`src/core/sls_defs.svh`:
```
`ifndef SLS_DEFS_SVH
`define SLS_DEFS_SVH

// Serial word length and the two select bits at the bottom of every word.
`define SLS_WORD_W        24
`define SLS_SEL_CTRL      2'b00
`define SLS_SEL_REF       2'b01
`define SLS_SEL_FBK       2'b10
`define SLS_SEL_TEST      2'b11

// Reset values of the three latches.
`define SLS_CTRL_RESET    24'h000000
`define SLS_FBK_RESET     24'h000000
`define SLS_REF_RESET     24'h000000

// Pin vector positions at the synchroniser.
`define SLS_PIN_W         6
`define SLS_PIN_SCLK      0
`define SLS_PIN_SDATA     1
`define SLS_PIN_STROBE    2
`define SLS_PIN_CE        3
`define SLS_PIN_REF       4
`define SLS_PIN_VCO       5

// Prescaler moduli selected by the two prescaler bits.
`define SLS_PRESC_8       6'h08
`define SLS_PRESC_16      6'h10
`define SLS_PRESC_32      6'h20

// Reference output edges counted before a synchronous power-down.
`define SLS_SYNC_PD_TICKS 2'h2

// Good detector cycles needed to declare lock, fine and coarse precision.
`define SLS_LOCK_FINE     3'h5
`define SLS_LOCK_COARSE   3'h3

// Phase error thresholds in ns, judged by the analog detector outside.
`define SLS_LOCK_SET_NS   15
`define SLS_LOCK_LOSE_NS  25

`endif

```
`src/core/sls_pkg.sv`:
```
package sls_pkg;

  // Control latch layout, most significant bit first.
  typedef struct packed {
    logic [1:0] prescaler_select;
    logic       power_down_mode;
    logic       power_down_arm;
    logic [2:0] pump_current_set_two;
    logic [2:0] pump_current_set_one;
    logic [1:0] output_level;
    logic       mute_until_locked;
    logic       pump_gain_select;
    logic       pump_tristate;
    logic       detector_polarity;
    logic [2:0] monitor_select;
    logic       counter_clear;
    logic [1:0] core_current;
    logic       latch_select_hi;
    logic       latch_select_lo;
  } sls_ctrl_s;

  // Feedback divider latch layout.
  typedef struct packed {
    logic        half_rate_feedback;
    logic        half_rate_output;
    logic        pump_gain_select;
    logic [12:0] main_count;
    logic        spare_bit;
    logic [4:0]  swallow_count;
    logic        latch_select_hi;
    logic        latch_select_lo;
  } sls_fbk_s;

  // Reference divider latch layout.
  typedef struct packed {
    logic [1:0]  reserved;
    logic [1:0]  band_clock_div;
    logic        factory_test_bit;
    logic        lock_precision;
    logic [1:0]  backlash_width;
    logic [13:0] ref_divide_count;
    logic        latch_select_hi;
    logic        latch_select_lo;
  } sls_ref_s;

  // Power-down sequencer states.
  typedef enum logic [1:0] {
    SLS_PD_RUN,
    SLS_PD_WAIT_ONE,
    SLS_PD_WAIT_TWO,
    SLS_PD_DOWN
  } sls_pd_e;

endpackage

```
`src/core/sls_core.sv`:
```
`include "sls_defs.svh"

module sls_core #(
  parameter int MAIN_W = 13,
  parameter int FB_W   = 19
) (
  input  wire logic             clk,
  input  wire logic             rst_b,
  input  wire logic             ce,
  input  wire logic             sclk,
  input  wire logic             sdata,
  input  wire logic             latch_strobe,
  input  wire logic             chip_enable_pin,
  input  wire logic             ref_pin,
  input  wire logic             vco_pin,
  input  wire logic             pfd_sample,
  input  wire logic             phase_err_below_set,
  input  wire logic             phase_err_above_lose,
  output sls_pkg::sls_ctrl_s    ctrl_word,
  output sls_pkg::sls_fbk_s     fbk_word,
  output sls_pkg::sls_ref_s     ref_word,
  output logic                  gain_select,
  output logic [2:0]            pump_current,
  output logic                  pump_tristate_out,
  output logic                  rf_out_enable,
  output logic                  ref_buffer_enable,
  output logic                  output_halved,
  output logic                  ref_tick,
  output logic                  fb_tick,
  output logic                  band_clk_tick,
  output logic                  lock_detect,
  output logic                  power_down_out
);

  // Prescaler modulus decode.
  function automatic logic [5:0] sls_presc(input logic [1:0] sel);
    case (sel)
      2'h0:    sls_presc = `SLS_PRESC_8;
      2'h1:    sls_presc = `SLS_PRESC_16;
      default: sls_presc = `SLS_PRESC_32;
    endcase
  endfunction

  // Total feedback division, P times main count plus swallow count.
  function automatic logic [FB_W-1:0] sls_n_total(input logic [1:0] sel,
                                                   input logic [MAIN_W-1:0] b,
                                                   input logic [4:0] a);
    sls_n_total = FB_W'(sls_presc(sel) * b) + FB_W'(a);
  endfunction

  logic [`SLS_PIN_W-1:0]  pin_level;
  logic [`SLS_PIN_W-1:0]  pin_rise;
  logic [`SLS_WORD_W-1:0] shift_reg;
  sls_pkg::sls_pd_e       pd_state;
  sls_pkg::sls_pd_e       next_pd_state;
  logic [13:0]            ref_cnt;
  logic [FB_W-1:0]        fb_cnt;
  logic [2:0]             band_cnt;
  logic                   half_phase;
  logic [2:0]             good_cnt;

  // Pins from outside pass the three-stage synchroniser.
  sls_pin_sync #(
    .W (`SLS_PIN_W)
  ) u_pin_sync (
    .clk    (clk),
    .rst_b  (rst_b),
    .ce     (ce),
    .pin_in ({vco_pin, ref_pin, chip_enable_pin, latch_strobe, sdata, sclk}),
    .level  (pin_level),
    .rise   (pin_rise)
  );

  // Decoded strobes and selections.
  wire       sclk_rise   = pin_rise[`SLS_PIN_SCLK];
  wire       data_bit    = pin_level[`SLS_PIN_SDATA];
  wire       strobe_rise = pin_rise[`SLS_PIN_STROBE];
  wire       chip_on     = pin_level[`SLS_PIN_CE];
  wire       ref_edge    = pin_rise[`SLS_PIN_REF];
  wire       vco_edge    = pin_rise[`SLS_PIN_VCO];
  wire [1:0] word_sel    = shift_reg[1:0];
  wire       load_ctrl   = strobe_rise && (word_sel == `SLS_SEL_CTRL);
  wire       load_fbk    = strobe_rise && (word_sel == `SLS_SEL_FBK);
  wire       load_ref    = strobe_rise && (word_sel == `SLS_SEL_REF);
  wire sls_pkg::sls_ctrl_s new_ctrl = sls_pkg::sls_ctrl_s'(shift_reg);
  wire sls_pkg::sls_fbk_s  new_fbk  = sls_pkg::sls_fbk_s'(shift_reg);

  // Power-down condition and counter hold.
  wire powered_down  = !chip_on || (pd_state == sls_pkg::SLS_PD_DOWN);
  wire counters_held = powered_down || ctrl_word.counter_clear;

  // Serial input register, live in every power state.
  always_ff @(posedge clk) begin
    if (!rst_b) begin
      shift_reg <= '0;
    end else if (ce && sclk_rise) begin
      shift_reg <= {shift_reg[`SLS_WORD_W-2:0], data_bit};
    end
  end

  // Latches load from the shift register on the strobe rise; test words are dropped.
  always_ff @(posedge clk) begin
    if (!rst_b) begin
      ctrl_word <= sls_pkg::sls_ctrl_s'(`SLS_CTRL_RESET);
      fbk_word  <= sls_pkg::sls_fbk_s'(`SLS_FBK_RESET);
      ref_word  <= sls_pkg::sls_ref_s'(`SLS_REF_RESET);
    end else if (ce) begin
      if (load_ctrl) begin
        ctrl_word <= new_ctrl;
      end
      if (load_fbk) begin
        fbk_word <= new_fbk;
      end
      if (load_ref) begin
        ref_word <= sls_pkg::sls_ref_s'(shift_reg);
      end
    end
  end

  // Shared gain bit follows the most recent write through either latch.
  always_ff @(posedge clk) begin
    if (!rst_b) begin
      gain_select <= 1'b0;
    end else if (ce) begin
      if (load_ctrl) begin
        gain_select <= new_ctrl.pump_gain_select;
      end else if (load_fbk) begin
        gain_select <= new_fbk.pump_gain_select;
      end
    end
  end

  // Power-down sequencer; a new control word decides the mode each time.
  always_comb begin
    next_pd_state = pd_state;
    if (load_ctrl) begin
      if (!new_ctrl.power_down_arm) begin
        next_pd_state = sls_pkg::SLS_PD_RUN;
      end else if (!new_ctrl.power_down_mode) begin
        next_pd_state = sls_pkg::SLS_PD_DOWN;
      end else if (pd_state != sls_pkg::SLS_PD_DOWN) begin
        next_pd_state = sls_pkg::SLS_PD_WAIT_ONE;
      end
    end else begin
      case (pd_state)
        sls_pkg::SLS_PD_RUN: begin
          next_pd_state = pd_state;
        end
        sls_pkg::SLS_PD_WAIT_ONE: begin
          if (ref_tick) begin
            next_pd_state = sls_pkg::SLS_PD_WAIT_TWO;
          end
        end
        sls_pkg::SLS_PD_WAIT_TWO: begin
          if (ref_tick) begin
            next_pd_state = sls_pkg::SLS_PD_DOWN;
          end
        end
        sls_pkg::SLS_PD_DOWN: begin
          next_pd_state = pd_state;
        end
        default: begin
          next_pd_state = sls_pkg::SLS_PD_RUN;
        end
      endcase
    end
  end

  always_ff @(posedge clk) begin
    if (!rst_b) begin
      pd_state <= sls_pkg::SLS_PD_RUN;
    end else if (ce) begin
      pd_state <= next_pd_state;
    end
  end

  // Reference counter; a programmed zero behaves as division by one.
  wire ref_wrap = ({1'b0, ref_cnt} + 15'h0001) >= {1'b0, ref_word.ref_divide_count};
  wire next_ref_tick = !counters_held && ref_edge && ref_wrap;

  always_ff @(posedge clk) begin
    if (!rst_b) begin
      ref_cnt  <= '0;
      ref_tick <= 1'b0;
    end else if (ce) begin
      ref_tick <= next_ref_tick;
      if (counters_held) begin
        ref_cnt <= '0;
      end else if (ref_edge) begin
        ref_cnt <= ref_wrap ? 14'h0000 : ref_cnt + 14'h0001;
      end
    end
  end

  // Output halving stage and feedback counter input selection.
  wire fb_edge = fbk_word.half_rate_feedback ? (vco_edge && half_phase) : vco_edge;
  wire [FB_W-1:0] n_total = sls_n_total(ctrl_word.prescaler_select,
                                        fbk_word.main_count, fbk_word.swallow_count);
  wire fb_wrap = (fb_cnt + FB_W'(1)) >= n_total;

  always_ff @(posedge clk) begin
    if (!rst_b) begin
      half_phase <= 1'b0;
      fb_cnt     <= '0;
      fb_tick    <= 1'b0;
    end else if (ce) begin
      half_phase <= powered_down ? 1'b0 : half_phase ^ vco_edge;
      fb_tick    <= !counters_held && fb_edge && fb_wrap;
      if (counters_held) begin
        fb_cnt <= '0;
      end else if (fb_edge) begin
        fb_cnt <= fb_wrap ? '0 : fb_cnt + FB_W'(1);
      end
    end
  end

  // Band-select clock divider on the reference output.
  wire [2:0] band_mask = (3'h1 << ref_word.band_clock_div) - 3'h1;

  always_ff @(posedge clk) begin
    if (!rst_b) begin
      band_cnt      <= '0;
      band_clk_tick <= 1'b0;
    end else if (ce) begin
      band_clk_tick <= ref_tick && ((band_cnt & band_mask) == band_mask);
      if (counters_held) begin
        band_cnt <= '0;
      end else if (ref_tick) begin
        band_cnt <= band_cnt + 3'h1;
      end
    end
  end

  // Digital lock detect: count good cycles, drop on a large error or on power-down.
  wire [2:0] lock_need = ref_word.lock_precision ? `SLS_LOCK_FINE : `SLS_LOCK_COARSE;
  wire [2:0] next_good = phase_err_below_set ? good_cnt + 3'h1 : 3'h0;

  always_ff @(posedge clk) begin
    if (!rst_b) begin
      good_cnt    <= '0;
      lock_detect <= 1'b0;
    end else if (ce) begin
      if (powered_down) begin
        good_cnt    <= '0;
        lock_detect <= 1'b0;
      end else if (pfd_sample) begin
        good_cnt <= (next_good >= lock_need) ? lock_need : next_good;
        if (phase_err_above_lose) begin
          lock_detect <= 1'b0;
        end else if (next_good >= lock_need) begin
          lock_detect <= 1'b1;
        end
      end
    end
  end

  // Registered analog-facing controls.
  wire [2:0] sel_current = gain_select ? ctrl_word.pump_current_set_two
                                       : ctrl_word.pump_current_set_one;

  always_ff @(posedge clk) begin
    if (!rst_b) begin
      pump_current      <= '0;
      pump_tristate_out <= 1'b1;
      rf_out_enable     <= 1'b0;
      ref_buffer_enable <= 1'b0;
      output_halved     <= 1'b0;
      power_down_out    <= 1'b1;
    end else if (ce) begin
      pump_current      <= sel_current;
      pump_tristate_out <= powered_down || ctrl_word.pump_tristate;
      rf_out_enable     <= !powered_down && (!ctrl_word.mute_until_locked || lock_detect);
      ref_buffer_enable <= !powered_down;
      output_halved     <= fbk_word.half_rate_output;
      power_down_out    <= powered_down;
    end
  end

  // Checks on the latch, power and lock behaviour.
  property p_ctrl_load;
    @(posedge clk) disable iff (!rst_b)
    (ce && load_ctrl) |=> (ctrl_word == $past(new_ctrl));
  endproperty
  a_ctrl_load: assert property (p_ctrl_load) else $error("control latch not loaded");

  property p_fbk_load;
    @(posedge clk) disable iff (!rst_b)
    (ce && load_fbk) |=> (fbk_word == $past(new_fbk)) && (gain_select == $past(new_fbk.pump_gain_select));
  endproperty
  a_fbk_load: assert property (p_fbk_load) else $error("feedback latch not loaded");

  property p_ref_load;
    @(posedge clk) disable iff (!rst_b)
    (ce && load_ref) |=> (ref_word == $past(shift_reg)) && $stable(ctrl_word);
  endproperty
  a_ref_load: assert property (p_ref_load) else $error("reference latch not loaded");

  property p_async_pd;
    @(posedge clk) disable iff (!rst_b)
    (ce && load_ctrl && new_ctrl.power_down_arm && !new_ctrl.power_down_mode)
      |=> (pd_state == sls_pkg::SLS_PD_DOWN);
  endproperty
  a_async_pd: assert property (p_async_pd) else $error("asynchronous power-down late");

  property p_sync_pd;
    @(posedge clk) disable iff (!rst_b)
    (ce && pd_state == sls_pkg::SLS_PD_WAIT_TWO && ref_tick && !load_ctrl)
      |=> (pd_state == sls_pkg::SLS_PD_DOWN);
  endproperty
  a_sync_pd: assert property (p_sync_pd) else $error("synchronous power-down missed");

  property p_ce_pin;
    @(posedge clk) disable iff (!rst_b)
    (ce && !chip_on) |=> (!rf_out_enable && !ref_buffer_enable && pump_tristate_out);
  endproperty
  a_ce_pin: assert property (p_ce_pin) else $error("chip enable low did not disable");

  property p_pd_lock;
    @(posedge clk) disable iff (!rst_b)
    (ce && powered_down) |=> (!lock_detect && ref_cnt == 14'h0000 && fb_cnt == '0);
  endproperty
  a_pd_lock: assert property (p_pd_lock) else $error("power-down left counters or lock");

  property p_shift;
    @(posedge clk) disable iff (!rst_b)
    (ce && sclk_rise) |=> (shift_reg[0] == $past(data_bit))
      && (shift_reg[`SLS_WORD_W-1:1] == $past(shift_reg[`SLS_WORD_W-2:0]));
  endproperty
  a_shift: assert property (p_shift) else $error("serial shift wrong");

  property p_mute;
    @(posedge clk) disable iff (!rst_b)
    (ce && ctrl_word.mute_until_locked && !lock_detect) |=> !rf_out_enable;
  endproperty
  a_mute: assert property (p_mute) else $error("output on before lock");

  property p_lock_hold;
    @(posedge clk) disable iff (!rst_b)
    (ce && lock_detect && !powered_down && !(pfd_sample && phase_err_above_lose)) |=> lock_detect;
  endproperty
  a_lock_hold: assert property (p_lock_hold) else $error("lock dropped without large error");

endmodule

```
`src/core/sls_pin_sync.sv`:
```
`include "sls_defs.svh"

// Three-stage synchroniser for asynchronous pins with agreement filter.
module sls_pin_sync #(
  parameter int W = `SLS_PIN_W
) (
  input  wire logic         clk,
  input  wire logic         rst_b,
  input  wire logic         ce,
  input  wire logic [W-1:0] pin_in,
  output logic      [W-1:0] level,
  output logic      [W-1:0] rise
);

  logic [W-1:0] stage_one;
  logic [W-1:0] stage_two;
  logic [W-1:0] stage_three;
  wire  [W-1:0] agree = ~(stage_two ^ stage_three);
  wire  [W-1:0] next_level = (agree & stage_three) | (~agree & level);

  // The accepted level only moves once the last two stages agree.
  always_ff @(posedge clk) begin
    if (!rst_b) begin
      stage_one   <= '0;
      stage_two   <= '0;
      stage_three <= '0;
      level       <= '0;
      rise        <= '0;
    end else if (ce) begin
      stage_one   <= pin_in;
      stage_two   <= stage_one;
      stage_three <= stage_two;
      level       <= next_level;
      rise        <= next_level & ~level;
    end
  end

endmodule

```
`config.mk`:
```
export PLATFORM = sky130hd
export DESIGN_NAME = sls_core
export DESIGN_NICKNAME = d
export VERILOG_FILES = /design/src/core/sls_pkg.sv /design/src/core/sls_core.sv /design/src/core/sls_pin_sync.sv
export VERILOG_INCLUDE_DIRS = /design/src /design/src/core
export SDC_FILE = /design/constraint.sdc
export NUM_CORES = 1
export LEC_CHECK = 0
export BUFFER_PORTS_ARGS = -buffer_cell sky130_fd_sc_hd__buf_2
export CORE_MARGIN = 2
export CORE_UTILIZATION = 55
export DETAILED_ROUTE_END_ITERATION = 10
export PLACE_DENSITY_LB_ADDON = 0.25
export SYNTH_ARGS = -nofsm -noshare
export SYNTH_HDL_FRONTEND = slang
export SYNTH_HIERARCHICAL = 1
export SYNTH_SLANG_ARGS = --single-unit
```
`constraint.sdc`:
```
create_clock -name clk -period 6.85 [get_ports clk]
set_clock_uncertainty 0.1 [all_clocks]
set_input_delay 2.055 -clock clk [delete_from_list [all_inputs] [get_ports clk]]
set_output_delay 2.055 -clock clk [all_outputs]
set_load 0.005 [all_outputs]
```
==> impl_metrics.csv <==
group,metric,value,unit
outcome,outcome,"finished, final reports clean",
place,pre_cts_ws,0.8010,ns
route,post_drt_wl_per_cell,15.26,um
global_routing,first_global_vias,7663,
timing,period_needed,6.095,ns
global_routing,grt_max_degree,81,
logic_synthesis,synth_cells,1177,
die,fp.dieW,137.1,um
logic_synthesis,syn-mean-instance-area,8.278,um^2
logic_synthesis,ys_warn_count,6,
die,start_util,0.5633,
cts,holdBufCountCts,0,
timing,fin_ws,0.7555,ns
timing,worst_slew_pin_slew,0.9804,ns
timing,finalHoldViolations,0,
route,dr.pass1.iters,7,
min_path,hp-class,"flip-flop to flip-flop",
route,totalWireLength,22630,um
power,switching_share,0.2203,
cts,clock-sinks,179,
place,numPortBuffers,96,
setup_path,crit_fanout,17,
timing,finalSetupViolCount,0,
final_layout,layout.nets,1364,
power,ir_worst_vdd,0.1628,mV
timing,fin_setup_tns,0,ns
cts,cts_setup_buffers,0,
setup_path,crit_type,"flip-flop to flip-flop",
power,power.internal,0.001639,W
setup_path,endpoint_kind,"flip-flop",
power,pwr-share-comb,0.026,
min_path,hold_path_depth,2,
die,row_count,48,
cts,numCtsBuffers,17,
setup_path,crit_required,7.11,ns
timing,max_freq,0.1641,GHz
route,final_antenna_net_count,0,
cts,clk_path_buf_depth,2,
power,p_per_area,192.5,mW/mm^2
route,viasPerCell,5.597,
die,io_pins,97,
global_routing,grt_pass1_wl,36920,um
logic_synthesis,netlist_area,0.009743,mm^2
die,die_area,0.01880,mm^2
logic_synthesis,synth.net_count,1296,
final_layout,layout_common_cells,"286 x nand2_1, 179 x dfxtp_1, 129 x a21oi_1",
cts,path_clk_slew,0.07,ns
die,coreArea,0.01730,mm^2
route,detail_route.drc_violations,0,
global_routing,antenna_found_initial,0,
route,vias,8301,
final_layout,drive_gt1_frac,0.1343,
cts,insertion_delay,0.43,ns
final_layout,final_common_cell,"nand2_1",
final_layout,n_fill_cell,1515,
die,die_h,137.1,um
timing,min_period_over_period,0.8897,
power,pwr-share-clk,0.474,
timing,rsz0062_at_grt,"false",
power,pwr-share-seq,0.500,
setup_path,worstSetupStartpointType,"flip-flop",
power,p_leak,4.853,nW
cts,cts-resized-gates,0,
cts,cts-root-buf,"clkbuf_16",
final_layout,antenna_cells,0,
setup_path,ff2ff_path_depth,21,
flow_run,cap_violations,0,
global_routing,grt_use_total,0.2465,
place,dpl.hpwl,16310,um
cts,cts_tree,"built",
setup_path,worstPathArrival,6.35,ns
route,drt-initial-drc-count,616,
place,globalplace.congestion,0.8463,
power,p_switching,0.0004630,W
global_routing,overflow,0,
timing,relSlewSlack,0.3448,
final_layout,syn_to_final_growth,12.06,%
timing,slew_viol_final,0,
cts,htreeDepth,4,
## per-stage QoR
step                      area, um^2  cells  power (W)  hold slack (ns)  utilization
final                          10920   1483   0.002102           0.3532       0.6312
after global routing           10920   1483   0.002165           0.3776       0.6312
after CTS                      10920   1483   0.002118           0.3531       0.6312
after detailed placement       10310   1451   0.001129           0.3439       0.5964
after global placement         10310   1451   0.001129           0.3402       0.5964
after floorplan                 9743   1177   0.001117           0.3426            -
## registers in the layout (all words and copies together) (netlist names), 2 cells and up
register	count
ctrl_word	24
fbk_word	24
new_ctrl	24
ref_word	24
fb_cnt	19
ref_cnt	14
u_pin_sync/level	6
u_pin_sync/stage_one	6
u_pin_sync/stage_three	6
u_pin_sync/stage_two	6
u_pin_sync/rise	4
band_cnt	3
good_cnt	3
pump_current	3
pd_state	2
## metal layers
layer | GRT usage | wire length (um) | vias to the layer above
li1 | - | - | 4121
met1 | 0.3271 | 9832 | 3909
met2 | 0.4071 | 10930 | 242
met3 | 0.04148 | 1492 | 29
met4 | 0.08247 | 374 | 0
met5 | 0 | 0 | -
## power groups by stage
stage	registers [W]	logic (W)	clock network [W]
global route	0.00105	0.0000606	0.00105
detailed placement	0.00107	0.0000541	0
finish	0.00105	0.0000540	0.000997
CTS	0.00105	0.0000543	0.00101
global placement	0.00107	0.0000537	0
floorplan	0.00107	0.0000432	0
## final cells by class
class	instances	area (um^2)	area share
multi-input combinational	886	5698	0.5219
sequential	179	3583	0.3282
timing repair buffer	103	533.0	0.04882
clock buffer	17	425.4	0.03896
tap	225	281.5	0.02578
inverter	58	219.0	0.02005
clock inverter	15	177.7	0.01627
## critical path: stages (launching register included)
cell	delay, ns
dfxtp_1	0.65
nor2b_1	0.09
buf_4	0.19
and2_1	0.18
fa_1	0.45
ha_1	0.31
ha_1	0.30
ha_1	0.29
ha_1	0.36
a21oi_2	0.22
o21ai_2	0.11
a41oi_2	0.21
a31oi_1	0.17
and4_1	0.22
or3_1	0.37
ha_1	0.33
nand3_1	0.14
nor2_1	0.09
a221oi_4	0.30
o2111ai_2	0.41
or3_1	0.47
o211ai_2	0.08
## final timing paths
kind                            slack (ns)     startpoint            to
worst min-delay path                  0.35   ref_word[22]  ref_word[22]
worst min register to register        0.35   ref_word[22]  ref_word[22]
worst max register to register        0.76  ctrl_word[23]    fb_cnt[18]
worst max-delay path                  0.76  ctrl_word[23]    fb_cnt[18]
Power figures use the tool's default switching activity.
